==> src/logic/dpcio_pkg.sv <==
`default_nettype none
package dpcio_pkg;
	// ----------------------------------------------------------------
	// asynchronous character timing
	// ----------------------------------------------------------------
	localparam int unsigned ETU_CLKS      = 372;
	localparam int unsigned ETU_W         = 9;
	localparam logic [8:0]  ETU_LAST      = 9'(ETU_CLKS - 1);
	localparam logic [3:0]  CHAR_START    = 4'h0;
	localparam logic [3:0]  CHAR_PARITY   = 4'h9;
	localparam logic [3:0]  CHAR_LAST     = 4'hB;
	localparam logic [2:0]  ATR_LAST_BYTE = 3'h7;
	localparam int unsigned ATR_BITS      = 64;

	// ----------------------------------------------------------------
	// two-wire bus framing
	// ----------------------------------------------------------------
	localparam logic [3:0]  BIT_ACK       = 4'h8;
	localparam logic [3:0]  BIT_END       = 4'h9;
	localparam int unsigned ADDR_MSB      = 7;
	localparam int unsigned ADDR_LSB      = 4;
	localparam int unsigned RW_BIT        = 0;
	localparam logic [3:0]  ADDR_NONE     = 4'h0;
	localparam logic [7:0]  IDLE_BYTE     = 8'hFF;

	// ----------------------------------------------------------------
	// pin synchroniser lanes
	// ----------------------------------------------------------------
	localparam int unsigned PIN_N         = 4;
	localparam int unsigned PIN_CLK       = 0;
	localparam int unsigned PIN_DAT       = 1;
	localparam int unsigned PIN_RST       = 2;
	localparam int unsigned PIN_MODE      = 3;

	typedef enum logic [2:0] {
		ST_IDLE,
		ST_CMD,
		ST_WR,
		ST_RD,
		ST_ATR
	} dpcio_state_t;
endpackage : dpcio_pkg
`default_nettype wire

==> src/logic/dpcio_front.sv <==
`default_nettype none
//Contract
// RULE1 - async mode: every emitted bit lasts 372 link clock periods
// RULE2 - sync mode: incoming bits sampled on rising serial clock edge
// RULE3 - sync mode: outgoing bits updated on falling serial clock edge
// RULE4 - reset activation in async mode sends the 64-bit reset answer; code starts it on the rising edge of card_rst_i (reset release)
// RULE5 - no reset answer at all while in sync two-wire mode
// RULE6 - reset input is pulled inactive internally when left open
// RULE7 - data line is only pulled low or released, never driven high
// RULE8 - up to 15 addressed devices; respond only to own address
// RULE9 - host changes data only while serial clock is low
// RULE10 - falling data with clock high is a start, precedes commands
// RULE11 - rising data with clock high is a stop; enter standby
// RULE12 - acknowledge each received byte by pulling low on ninth clock; code sends no ack for a data byte while the receive buffer is full
// RULE13 - reset answer sent first byte first, then back to idle
module dpcio_front
	import dpcio_pkg::*;
(
	input  wire logic        sys_clk,
	input  wire logic        sys_rst,
	input  wire logic        link_clk_i,
	input  wire logic        card_rst_i,
	input  wire logic        data_i,
	input  wire logic        mode_async_i,
	input  wire logic [3:0]  dev_addr_i,
	input  wire logic [63:0] atr_value_i,
	input  wire logic [7:0]  tx_data_i,
	input  wire logic        tx_valid_i,
	output logic             tx_ready_o,
	output logic [7:0]       rx_data_o,
	output logic             rx_valid_o,
	input  wire logic        rx_ready_i,
	output logic             data_o,
	output logic             data_oe_o,
	output logic             rst_pull_en_o
);
	// ----------------------------------------------------------------
	// pin synchronisers and edge finding
	// ----------------------------------------------------------------
	logic [PIN_N-1:0] pin_s1_ff;
	logic [PIN_N-1:0] pin_s2_ff;
	logic [PIN_N-1:0] pin_d_ff;
	always_ff @(posedge sys_clk or posedge sys_rst)
	begin
		if (sys_rst)
			{pin_s1_ff, pin_s2_ff, pin_d_ff} <= 12'hFFF;
		else
		begin
			pin_s1_ff <= {mode_async_i, card_rst_i, data_i, link_clk_i};
			pin_s2_ff <= pin_s1_ff;
			pin_d_ff  <= pin_s2_ff;
		end
	end
	logic clk_rise;
	logic clk_fall;
	logic clk_high;
	logic dat_rise;
	logic dat_fall;
	logic rst_rise;
	logic is_async;
	logic start_cond;
	logic stop_cond;
	assign clk_rise = pin_s2_ff[PIN_CLK] & ~pin_d_ff[PIN_CLK];
	assign clk_fall = ~pin_s2_ff[PIN_CLK] & pin_d_ff[PIN_CLK];
	assign clk_high = pin_s2_ff[PIN_CLK] & pin_d_ff[PIN_CLK];
	assign dat_rise = pin_s2_ff[PIN_DAT] & ~pin_d_ff[PIN_DAT];
	assign dat_fall = ~pin_s2_ff[PIN_DAT] & pin_d_ff[PIN_DAT];
	assign rst_rise = pin_s2_ff[PIN_RST] & ~pin_d_ff[PIN_RST];
	assign is_async = pin_s2_ff[PIN_MODE];
	// RULE10 start detect
	assign start_cond = ~is_async & clk_high & dat_fall;
	// RULE11 stop detect
	assign stop_cond = ~is_async & clk_high & dat_rise;
	// RULE6 internal pull-up
	assign rst_pull_en_o = 1'b1;
	// RULE7 open-drain only
	assign data_o = 1'b0;
	// ----------------------------------------------------------------
	// two-entry receive buffer
	// ----------------------------------------------------------------
	logic [7:0] buf_ff [2];
	logic       wr_ptr_ff;
	logic       rd_ptr_ff;
	logic [1:0] fill_ff;
	logic       push;
	logic       pop;
	logic       buf_full;
	logic [7:0] shift_ff;
	assign buf_full   = fill_ff[1];
	assign rx_valid_o = |fill_ff;
	assign rx_data_o  = buf_ff[rd_ptr_ff];
	assign pop        = rx_valid_o & rx_ready_i;
	always_ff @(posedge sys_clk or posedge sys_rst)
	begin
		if (sys_rst)
		begin
			buf_ff[0] <= 8'h00;
			buf_ff[1] <= 8'h00;
			wr_ptr_ff <= 1'b0;
			rd_ptr_ff <= 1'b0;
			fill_ff   <= 2'h0;
		end
		else
		begin
			if (push)
			begin
				buf_ff[wr_ptr_ff] <= shift_ff;
				wr_ptr_ff         <= ~wr_ptr_ff;
			end
			if (pop)
				rd_ptr_ff <= ~rd_ptr_ff;
			fill_ff <= 2'(fill_ff + {1'b0, push} - {1'b0, pop});
		end
	end
	// ----------------------------------------------------------------
	// elementary_bit_time counter
	// ----------------------------------------------------------------
	dpcio_state_t state_ff;
	logic [8:0]   etu_cnt_ff;
	logic         etu_tick;
	// RULE1 bit length
	assign etu_tick = (state_ff == ST_ATR) & clk_rise & (etu_cnt_ff == ETU_LAST);
	always_ff @(posedge sys_clk or posedge sys_rst)
	begin
		if (sys_rst)
			etu_cnt_ff <= 9'h000;
		else if (state_ff != ST_ATR)
			etu_cnt_ff <= 9'h000;
		else if (clk_rise)
			etu_cnt_ff <= etu_tick ? 9'h000 : 9'(etu_cnt_ff + 9'h001);
	end
	// ----------------------------------------------------------------
	// protocol state machine
	// ----------------------------------------------------------------
	logic [3:0] bit_cnt_ff;
	logic [2:0] atr_byte_ff;
	logic       addr_hit;
	logic       is_read;
	logic       ack_phase;
	logic       byte_end;
	logic       nack_ff;
	logic [7:0] atr_byte;
	logic       atr_bit;
	// RULE8 own address only
	assign addr_hit  = (shift_ff[ADDR_MSB:ADDR_LSB] == dev_addr_i) & (dev_addr_i != ADDR_NONE);
	assign is_read   = shift_ff[RW_BIT];
	assign ack_phase = clk_fall & (bit_cnt_ff == BIT_ACK);
	assign byte_end  = clk_fall & (bit_cnt_ff == BIT_END);
	assign push      = (state_ff == ST_WR) & ack_phase & ~buf_full;
	assign tx_ready_o = byte_end & ~nack_ff & tx_valid_i
		& ((state_ff == ST_RD) | ((state_ff == ST_CMD) & addr_hit & is_read));
	// RULE13 first byte first
	assign atr_byte = atr_value_i[{atr_byte_ff, 3'h0} +: 8];
	always_comb
	begin
		atr_bit = 1'b1;
		if (bit_cnt_ff == CHAR_START)
			atr_bit = 1'b0;
		else if (bit_cnt_ff < CHAR_PARITY)
			atr_bit = atr_byte[3'(bit_cnt_ff - 4'h1)];
		else if (bit_cnt_ff == CHAR_PARITY)
			atr_bit = ^atr_byte;
	end
	always_ff @(posedge sys_clk or posedge sys_rst)
	begin
		if (sys_rst)
		begin
			state_ff    <= ST_IDLE;
			bit_cnt_ff  <= 4'h0;
			atr_byte_ff <= 3'h0;
			shift_ff    <= 8'h00;
			nack_ff     <= 1'b0;
			data_oe_o   <= 1'b0;
		end
		else if (is_async & rst_rise)
		begin
			// RULE4 reset answer start
			state_ff    <= ST_ATR;
			bit_cnt_ff  <= CHAR_START;
			atr_byte_ff <= 3'h0;
			data_oe_o   <= 1'b1;
		end
		else if (start_cond)
		begin
			state_ff   <= ST_CMD;
			bit_cnt_ff <= 4'h0;
			nack_ff    <= 1'b0;
			data_oe_o  <= 1'b0;
		end
		else if (stop_cond)
		begin
			// RULE11 standby on stop
			state_ff  <= ST_IDLE;
			data_oe_o <= 1'b0;
		end
		else
		begin
			unique case (state_ff)
				ST_IDLE: data_oe_o <= 1'b0;
				ST_ATR:
				begin
					// RULE5 async only
					if (!is_async)
					begin
						state_ff  <= ST_IDLE;
						data_oe_o <= 1'b0;
					end
					else if (etu_tick)
					begin
						if (bit_cnt_ff != CHAR_LAST)
							bit_cnt_ff <= 4'(bit_cnt_ff + 4'h1);
						else if (atr_byte_ff == ATR_LAST_BYTE)
						begin
							// RULE13 back to idle
							state_ff  <= ST_IDLE;
							data_oe_o <= 1'b0;
						end
						else
						begin
							atr_byte_ff <= 3'(atr_byte_ff + 3'h1);
							bit_cnt_ff  <= CHAR_START;
						end
					end
					else
						// RULE7 low or released
						data_oe_o <= ~atr_bit;
				end
				ST_CMD, ST_WR:
				begin
					if (clk_rise && bit_cnt_ff < BIT_ACK)
					begin
						// RULE2 sample on rise
						shift_ff   <= {shift_ff[6:0], pin_s2_ff[PIN_DAT]};
						bit_cnt_ff <= 4'(bit_cnt_ff + 4'h1);
					end
					else if (clk_rise && bit_cnt_ff == BIT_ACK)
						bit_cnt_ff <= BIT_END;
					else if (ack_phase)
						// RULE12 ninth clock acknowledge
						data_oe_o <= (state_ff == ST_WR) ? ~buf_full : addr_hit;
					else if (byte_end)
					begin
						bit_cnt_ff <= 4'h0;
						data_oe_o  <= 1'b0;
						if (state_ff == ST_CMD)
						begin
							if (!addr_hit)
								state_ff <= ST_IDLE;
							else if (is_read)
							begin
								state_ff  <= ST_RD;
								shift_ff  <= tx_valid_i ? tx_data_i : IDLE_BYTE;
								data_oe_o <= tx_valid_i ? ~tx_data_i[7] : 1'b0;
							end
							else
								state_ff <= ST_WR;
						end
					end
				end
				ST_RD:
				begin
					if (clk_rise && bit_cnt_ff < BIT_ACK)
						bit_cnt_ff <= 4'(bit_cnt_ff + 4'h1);
					else if (clk_rise && bit_cnt_ff == BIT_ACK)
					begin
						nack_ff    <= pin_s2_ff[PIN_DAT];
						bit_cnt_ff <= BIT_END;
					end
					else if (clk_fall && bit_cnt_ff != 4'h0 && bit_cnt_ff < BIT_ACK)
					begin
						// RULE3 update on fall
						shift_ff  <= {shift_ff[6:0], 1'b1};
						data_oe_o <= ~shift_ff[6];
					end
					else if (ack_phase)
						data_oe_o <= 1'b0;
					else if (byte_end)
					begin
						bit_cnt_ff <= 4'h0;
						if (nack_ff)
						begin
							state_ff  <= ST_IDLE;
							data_oe_o <= 1'b0;
						end
						else
						begin
							shift_ff  <= tx_valid_i ? tx_data_i : IDLE_BYTE;
							data_oe_o <= tx_valid_i ? ~tx_data_i[7] : 1'b0;
						end
					end
				end
			endcase
		end
	end
endmodule : dpcio_front
`default_nettype wire

==> config.mk <==
export PLATFORM = sky130hd
export DESIGN_NAME = dpcio_front
export DESIGN_NICKNAME = d
export VERILOG_FILES = /design/src/logic/dpcio_pkg.sv /design/src/logic/dpcio_front.sv
export SDC_FILE = /design/constraint.sdc
export NUM_CORES = 1
export LEC_CHECK = 0
export BUFFER_PORTS_ARGS = -buffer_cell sky130_fd_sc_hd__buf_2
export CORE_ASPECT_RATIO = 0.6
export CORE_MARGIN = 2
export CORE_UTILIZATION = 40
export CTS_BUF_LIST = sky130_fd_sc_hd__clkbuf_4 sky130_fd_sc_hd__clkbuf_8
export DETAILED_ROUTE_END_ITERATION = 12
export HOLD_SLACK_MARGIN = 0.02
export PLACE_DENSITY = 0.66
export SYNTH_ARGS = -nofsm -noshare
export SYNTH_HDL_FRONTEND = slang
export SYNTH_SLANG_ARGS = --single-unit
==> constraint.sdc <==
create_clock -name sys_clk -period 2.55 [get_ports sys_clk]
set_input_delay 0.1275 -clock sys_clk [delete_from_list [all_inputs] [get_ports sys_clk]]
set_output_delay 0.1275 -clock sys_clk [all_outputs]
set_load 0.01 [all_outputs]
## Word-level counts from Yosys, hierarchy flattened

Index checks and enable logic that the tools add are counted.

- Bitwise operators: 42
- $lt $le $gt $ge: 6
- Add/subtract/negate cells: 6
- Shift operators: 1
- Multiplexer cells: 101
- Reduce and logical (&&, ||, !) cells: 28
- Eq/ne operators: 51

Operators by type and width:

| operator | count |
|---|---|
| 8-bit two-way mux | 18 |
| 3-bit two-way mux | 26 |
| 64-bit by 7-bit variable part select with 8-bit output | 1 |
| 4-bit two-way mux | 14 |
| 5-bit != test, second input constant | 9 |
| 1-bit two-way mux | 32 |
| 15-bit AND reduction | 2 |
| 9-bit two-way mux | 3 |
| 1-bit bitwise AND | 23 |
| 3-bit != test, second input constant | 7 |
| 6-bit != test, second input constant | 3 |
| 16-bit bitwise mux | 1 |
| 1-bit NOT | 16 |
| 8-bit one-hot mux with 2 select lines | 1 |
| 5-bit by 4-bit != test with 1-bit output, second input constant | 3 |
| 7-bit by 5-bit != test with 1-bit output, second input constant | 2 |
| 14-bit AND reduction | 1 |
| 2-bit nonzero test | 7 |
| 2-bit != test, second input constant | 6 |
| 3-bit by 2-bit != test with 1-bit output, second input constant | 4 |
| 4-bit one-hot mux with 3 select lines | 1 |
| 9-bit by 1-bit adder with 9-bit output, second input constant | 1 |
| 9-bit == test, second input constant | 1 |
| 3-bit one-hot mux with 3 select lines | 1 |
| 38 further kinds | 52 |

- Register bits: 60
- Output and inout port bits: 13
- Bits of input ports: 84
- Logic and storage cells: 251

## Longest topological paths before layout

- Depth after elaboration: 13
- Gate-level depth with buffers: 12
- Depth with buffers taken out: 10

## Worst setup path before layout

No wires, ideal clock.

- Kind: register to register
- Start point: reg bit_cnt_ff[0]
- End point: reg fill_ff[1]
- Slack: -75 ps
- Period minus slack after synthesis: 2625 ps
- Arrival time: 2502 ps
- Stages on the path, launching flop included: 13
- Setup time: 123 ps
- Path buffers: 2
- Data required time: 2427 ps
- Path through: dfrtp_1 > clkbuf_1 > inv_1 > ha_1 > and3b_1 > nand2_1 > or4_1 > buf_2 > ha_1 > inv_1 > ha_1 > xnor2_1 > xnor2_1

- Cells in the longest elaborated chain, start to end: 6

Ends and longest elaborated chain:

| element | line | RTL |
|---|---|---|
| start: declaration | dpcio_front.sv:135 | `logic [3:0] bit_cnt_ff;` |
| start signal: assignment | dpcio_front.sv:211 | `bit_cnt_ff <= 4'(bit_cnt_ff + 4'h1);` |
| start signal: assignment | dpcio_front.sv:234 | `bit_cnt_ff <= 4'(bit_cnt_ff + 4'h1);` |
| start signal: assignment | dpcio_front.sv:263 | `bit_cnt_ff <= 4'(bit_cnt_ff + 4'h1);` |
| 4-bit == test | dpcio_front.sv:147 | `assign ack_phase = clk_fall & (bit_cnt_ff == BIT_ACK);` |
| 1-bit bitwise AND | dpcio_front.sv:147 |  |
| 1-bit bitwise AND (2 in series) | dpcio_front.sv:149 | `assign push = (state_ff == ST_WR) & ack_phase & ~buf_full;` |
| 2-bit by 1-bit adder with 2-bit output | dpcio_front.sv:112 | `fill_ff <= 2'(fill_ff + {1'b0, push} - {1'b0, pop});` |
| 2-bit by 1-bit subtractor with 2-bit output | dpcio_front.sv:112 |  |
| end signal: assignment | dpcio_front.sv:112 |  |
| end: declaration | dpcio_front.sv:84 | `logic [1:0] fill_ff;` |

No other way between the ends.
A chain may end at the register's enable or synchronous reset.

## Worst setup path in the final report

- Start point: reg etu_cnt_ff[0]
- End point: reg data_oe_o

- Cells in the longest elaborated chain, start to end: 8
- Elaborated cells on any way between the ends: 11
- Those cells by class: 3 x eq/ne; 6 x mux; 1 x bitwise; 1 x reduce/logical

Ends and longest elaborated chain:

| element | line | RTL |
|---|---|---|
| start: declaration | dpcio_front.sv:119 | `logic [8:0] etu_cnt_ff;` |
| start signal: assignment | dpcio_front.sv:130 | `etu_cnt_ff <= etu_tick ? 9'h000 : 9'(etu_cnt_ff + 9'h001);` |
| 9-bit == test * | dpcio_front.sv:122 | `assign etu_tick = (state_ff == ST_ATR) & clk_rise & (etu_cnt_ff == ETU_LAST);` |
| 1-bit bitwise AND * | dpcio_front.sv:122 |  |
| 1-bit two-way mux | dpcio_front.sv:208 | `else if (etu_tick)` |
| 1-bit two-way mux | dpcio_front.sv:203 | `if (!is_async)` |
| 1-bit one-hot mux with 4 select lines | dpcio_front.sv:198 | `unique case (state_ff)` |
| 1-bit two-way mux | dpcio_front.sv:190 | `else if (stop_cond)` |
| 1-bit two-way mux | dpcio_front.sv:183 | `else if (start_cond)` |
| 1-bit two-way mux | dpcio_front.sv:175 | `else if (is_async & rst_rise)` |
| end signal: assignment | dpcio_front.sv:226 | `data_oe_o <= ~atr_bit;` |
| end signal: assignment | dpcio_front.sv:240 | `data_oe_o <= (state_ff == ST_WR) ? ~buf_full : addr_hit;` |
| end signal: assignment | dpcio_front.sv:253 | `data_oe_o <= tx_valid_i ? ~tx_data_i[7] : 1'b0;` |
| end: declaration | dpcio_front.sv:34 | `output logic data_oe_o,` |

Mark *: on every way between the ends. The rest lies on a longest branch, timed or not.

==> qor.yml <==
status: "complete, no violations"
cts-htree-levels: 3
drtPass1Iterations: 5
drive_above_1_share: 0.388
root_buffer: "clkbuf_8"
syn_inst: 388
synth-edff-count: 0
initialDrtViolationCount: 224
syn_avg_cell_area_um2: 10.4
slew_headroom: 0.652
finalNetCount: 596
max_freq_ghz: 0.410
dp_cells: 620
num_io_pins: 97
die_h_um: 81.8
syn-cell-area_um2: 4040
vias: 3514
insertion_delay_ps: 360
rows: 28
cts_tree: "built"
finalWirelength_mm: 10.0
ant_nets: 0
dieWidth_um: 134
setup_viol: 0
max-clock-path-buffers: 2
rsz0062_at_grt: "false"
core-area_um2: 9840
clkSinkCount: 60
hold_ws_ps: 110
routabilityCongestion: 0.923
grt_usage: 0.198
yosys_warnings: 0
die_area_um2: 10900
synth_seq_area_share: 0.375
endpoint_kind: "register"
dpl.hpwl_mm: 7.78
grt_pass1_wl_mm: 16.9
worst_pin_slew_ps: 520
crit_path_start_kind: "register"
fin_tns_setup_ps: 0
synthArstFlopShare: 1.00
period_share: 0.955
synth-seq-cells: 60
grt_pass1_vias: 3406
initial_core_util: 0.410
arrival_ps: 2740
crit_slowest_cell: "or4b_1"
critPathRequiredTime_ps: 2850
ys_types: 72
antenna_cells: 0
hold_class: "in2reg"
fin_crit_ps: 2440
grt_max_degree: 27
p_leak_nw: 2.37
critPathKind: "reg2reg"
fin_cells: 643
ir_worst_vdd_mv: 0.270
post_drt_wl_per_cell_um: 15.6
synthFlopType: "dfrtp_1"
drc_errors: 0
skew_ps: 8.53
multi_input_area_um2: 2390
antenna_found_initial: 0
hold_viol_final: 0
seqCellArea_um2: 1520
syn2layout_area_growth_pct: 25.9
power.density_nw_per_um2: 670
clkTransAtPathRegs_ps: 70
grt_remaining_overflow: 0
drv_cap: 0
port_buffers: 94
fin_total_pwr_mw: 3.41
slew_violations: 0
fillers: 896
vias_per_cell: 5.47
crit_chain: "ha_1, or4b_1, nor4_4, and3b_1, nor3_1, a311oi_1, o31ai_1, nand2_1"
cts_buffers: 9
critical-path-max-stage-delay_ps: 500
cp_max_fo: 5
synth_fp_nets: 481
cell usage after synthesis, drive strengths merged (2+ instances only):
cell type,n,area share
and2,3,0.0047
clkbuf,8,0.0074
ha,9,0.028
dfstp,11,0.072
nor4bb,2,0.0050
nor3,8,0.0099
nor2,25,0.025
a22o,7,0.015
nor3b,3,0.0068
buf,11,0.018
nand3,12,0.015
o21ai,28,0.035
and3b,5,0.011
nand3b,2,0.0037
xnor2,11,0.024
and3,4,0.0062
a22oi,2,0.0037
o31ai,3,0.0056
dfrtp,49,0.30
nand2,20,0.019
nor2b,11,0.017
o22a,3,0.0065
a2bb2oi,2,0.0043
mux2i,14,0.035
xnor3,2,0.011
a211oi,7,0.014
a311oi,2,0.0043
mux2,34,0.095
inv,12,0.011
a21oi,13,0.017
xor2,4,0.0087
nand2b,16,0.025
nand4,4,0.0062
mux4,10,0.060
a21o,3,0.0056
conb,2,0.0019
layout make-up:
class / instances / area share
clock buffers: 9 / 0.0244
flip-flops and latches: 60 / 0.298
multi-input cells: 297 / 0.471
clock inverters: 7 / 0.0244
well taps: 135 / 0.0332
repair buffers: 123 / 0.140
inverters: 12 / 0.00886
metrics by stage:
stage	utilization	instance area, um2	setup slack [ps]
global placement	0.483	4750	138
detailed placement	0.483	4750	68.7
CTS	0.513	5050	51.2
global route	0.516	5080	1.55
finish	0.516	5080	114
floorplan	-	4040	0.0677
critical path, delay by kind of cell, from the launching register on:
kind	cells	cell delay (ps)
and+or+nand+nor	5	1290
AOI/OAI and AO/OA	2	490
DFF	1	390
adders and majority gates	1	220
sequential cells by signal, summed over array words and instances, names as in the netlist:
register / flops
buf_ff: 16
etu_cnt_ff: 9
shift_ff: 8
bit_cnt_ff: 4
pin_s1_ff: 4
pin_s2_ff: 4
atr_byte_ff: 3
pin_d_ff: 3
state_ff: 3
fill_ff: 2
data_oe_o: 1
nack_ff: 1
rd_ptr_ff: 1
wr_ptr_ff: 1
cells in the final DEF, fill, tap and decap left out, types with 4 or more instances in the layout:
| master | n |
|---|---|
| a211oi_1 | 6 |
| a21oi_1 | 10 |
| a22o_1 | 7 |
| and3_1 | 4 |
| and3b_1 | 4 |
| buf_2 | 94 |
| buf_4 | 23 |
| clkbuf_8 | 9 |
| dfrtp_1 | 49 |
| dfstp_2 | 11 |
| dlygate4sd3_1 | 5 |
| ha_1 | 8 |
| inv_1 | 8 |
| inv_2 | 4 |
| mux2_1 | 7 |
| mux2_2 | 27 |
| mux2i_1 | 14 |
| mux4_1 | 5 |
| mux4_2 | 5 |
| nand2_1 | 19 |
| nand2b_1 | 16 |
| nand3_1 | 12 |
| nand4_1 | 4 |
| nor2_1 | 24 |
| nor2b_1 | 11 |
| nor3_1 | 8 |
| o21ai_0 | 28 |
| xnor2_1 | 11 |
| xor2_1 | 4 |
timing repair:
| action | CTS | global route |
|---|---|---|
| endpoints found under the hold margin | 20 | 0 |
| setup endpoints to repair | 0 | 30 |
| resized for setup | 0 | 5 |
| buffers inserted | 0 | 2 |
| hold buffers | 5 | 0 |
cell families (layout without fill, tap and decap cells):
kind of cell / count (synthesis) / after routing / synth area share
flops: 60 / 60 / 0.375
simple gates: 123 / 123 / 0.174
xor+xnor: 17 / 17 / 0.0437
buf+inv: 31 / 151 / 0.0369
compound gates: 88 / 88 / 0.150
mux: 58 / 58 / 0.190
fa+ha+maj: 9 / 9 / 0.0279
other cells: 2 / 2 / 0.00186
worst paths after layout:
path	start	end	slack [ps]	cells past startpoint
setup / recovery	etu_cnt_ff[0]$_DFFE_PP0P_	data_oe_o$_DFFE_PP0P_	110	8
hold / removal	tx_data_i[1]	shift_ff[1]$_DFFE_PP0P_	110	3
setup reg to reg	etu_cnt_ff[0]$_DFFE_PP0P_	data_oe_o$_DFFE_PP0P_	110	8
hold reg to reg	pin_s1_ff[1]$_DFF_PP1_	pin_s2_ff[1]$_DFF_PP1_	360	0
max in group asynchronous	sys_rst	pin_s1_ff[1]$_DFF_PP1_	1550	4
min in group asynchronous	sys_rst	etu_cnt_ff[2]$_DFFE_PP0P_	290	3
metal layers:
layer  GRT usage  up-vias  routed length (um)
met5           0        -                   0
met4      0.0511        0                  92
met3      0.0568       13                 693
met2       0.293      110                4380
met1       0.285     1715                4880
li1            -     1676                   -
where the power goes:
group          internal, mW  leakage, nW  switching [mW]
sequential             1.09        0.780           0.192
clock                 0.655        0.120           0.417
combinational         0.526         1.47           0.531
Note: power is estimated with default switching activity, not from simulation.
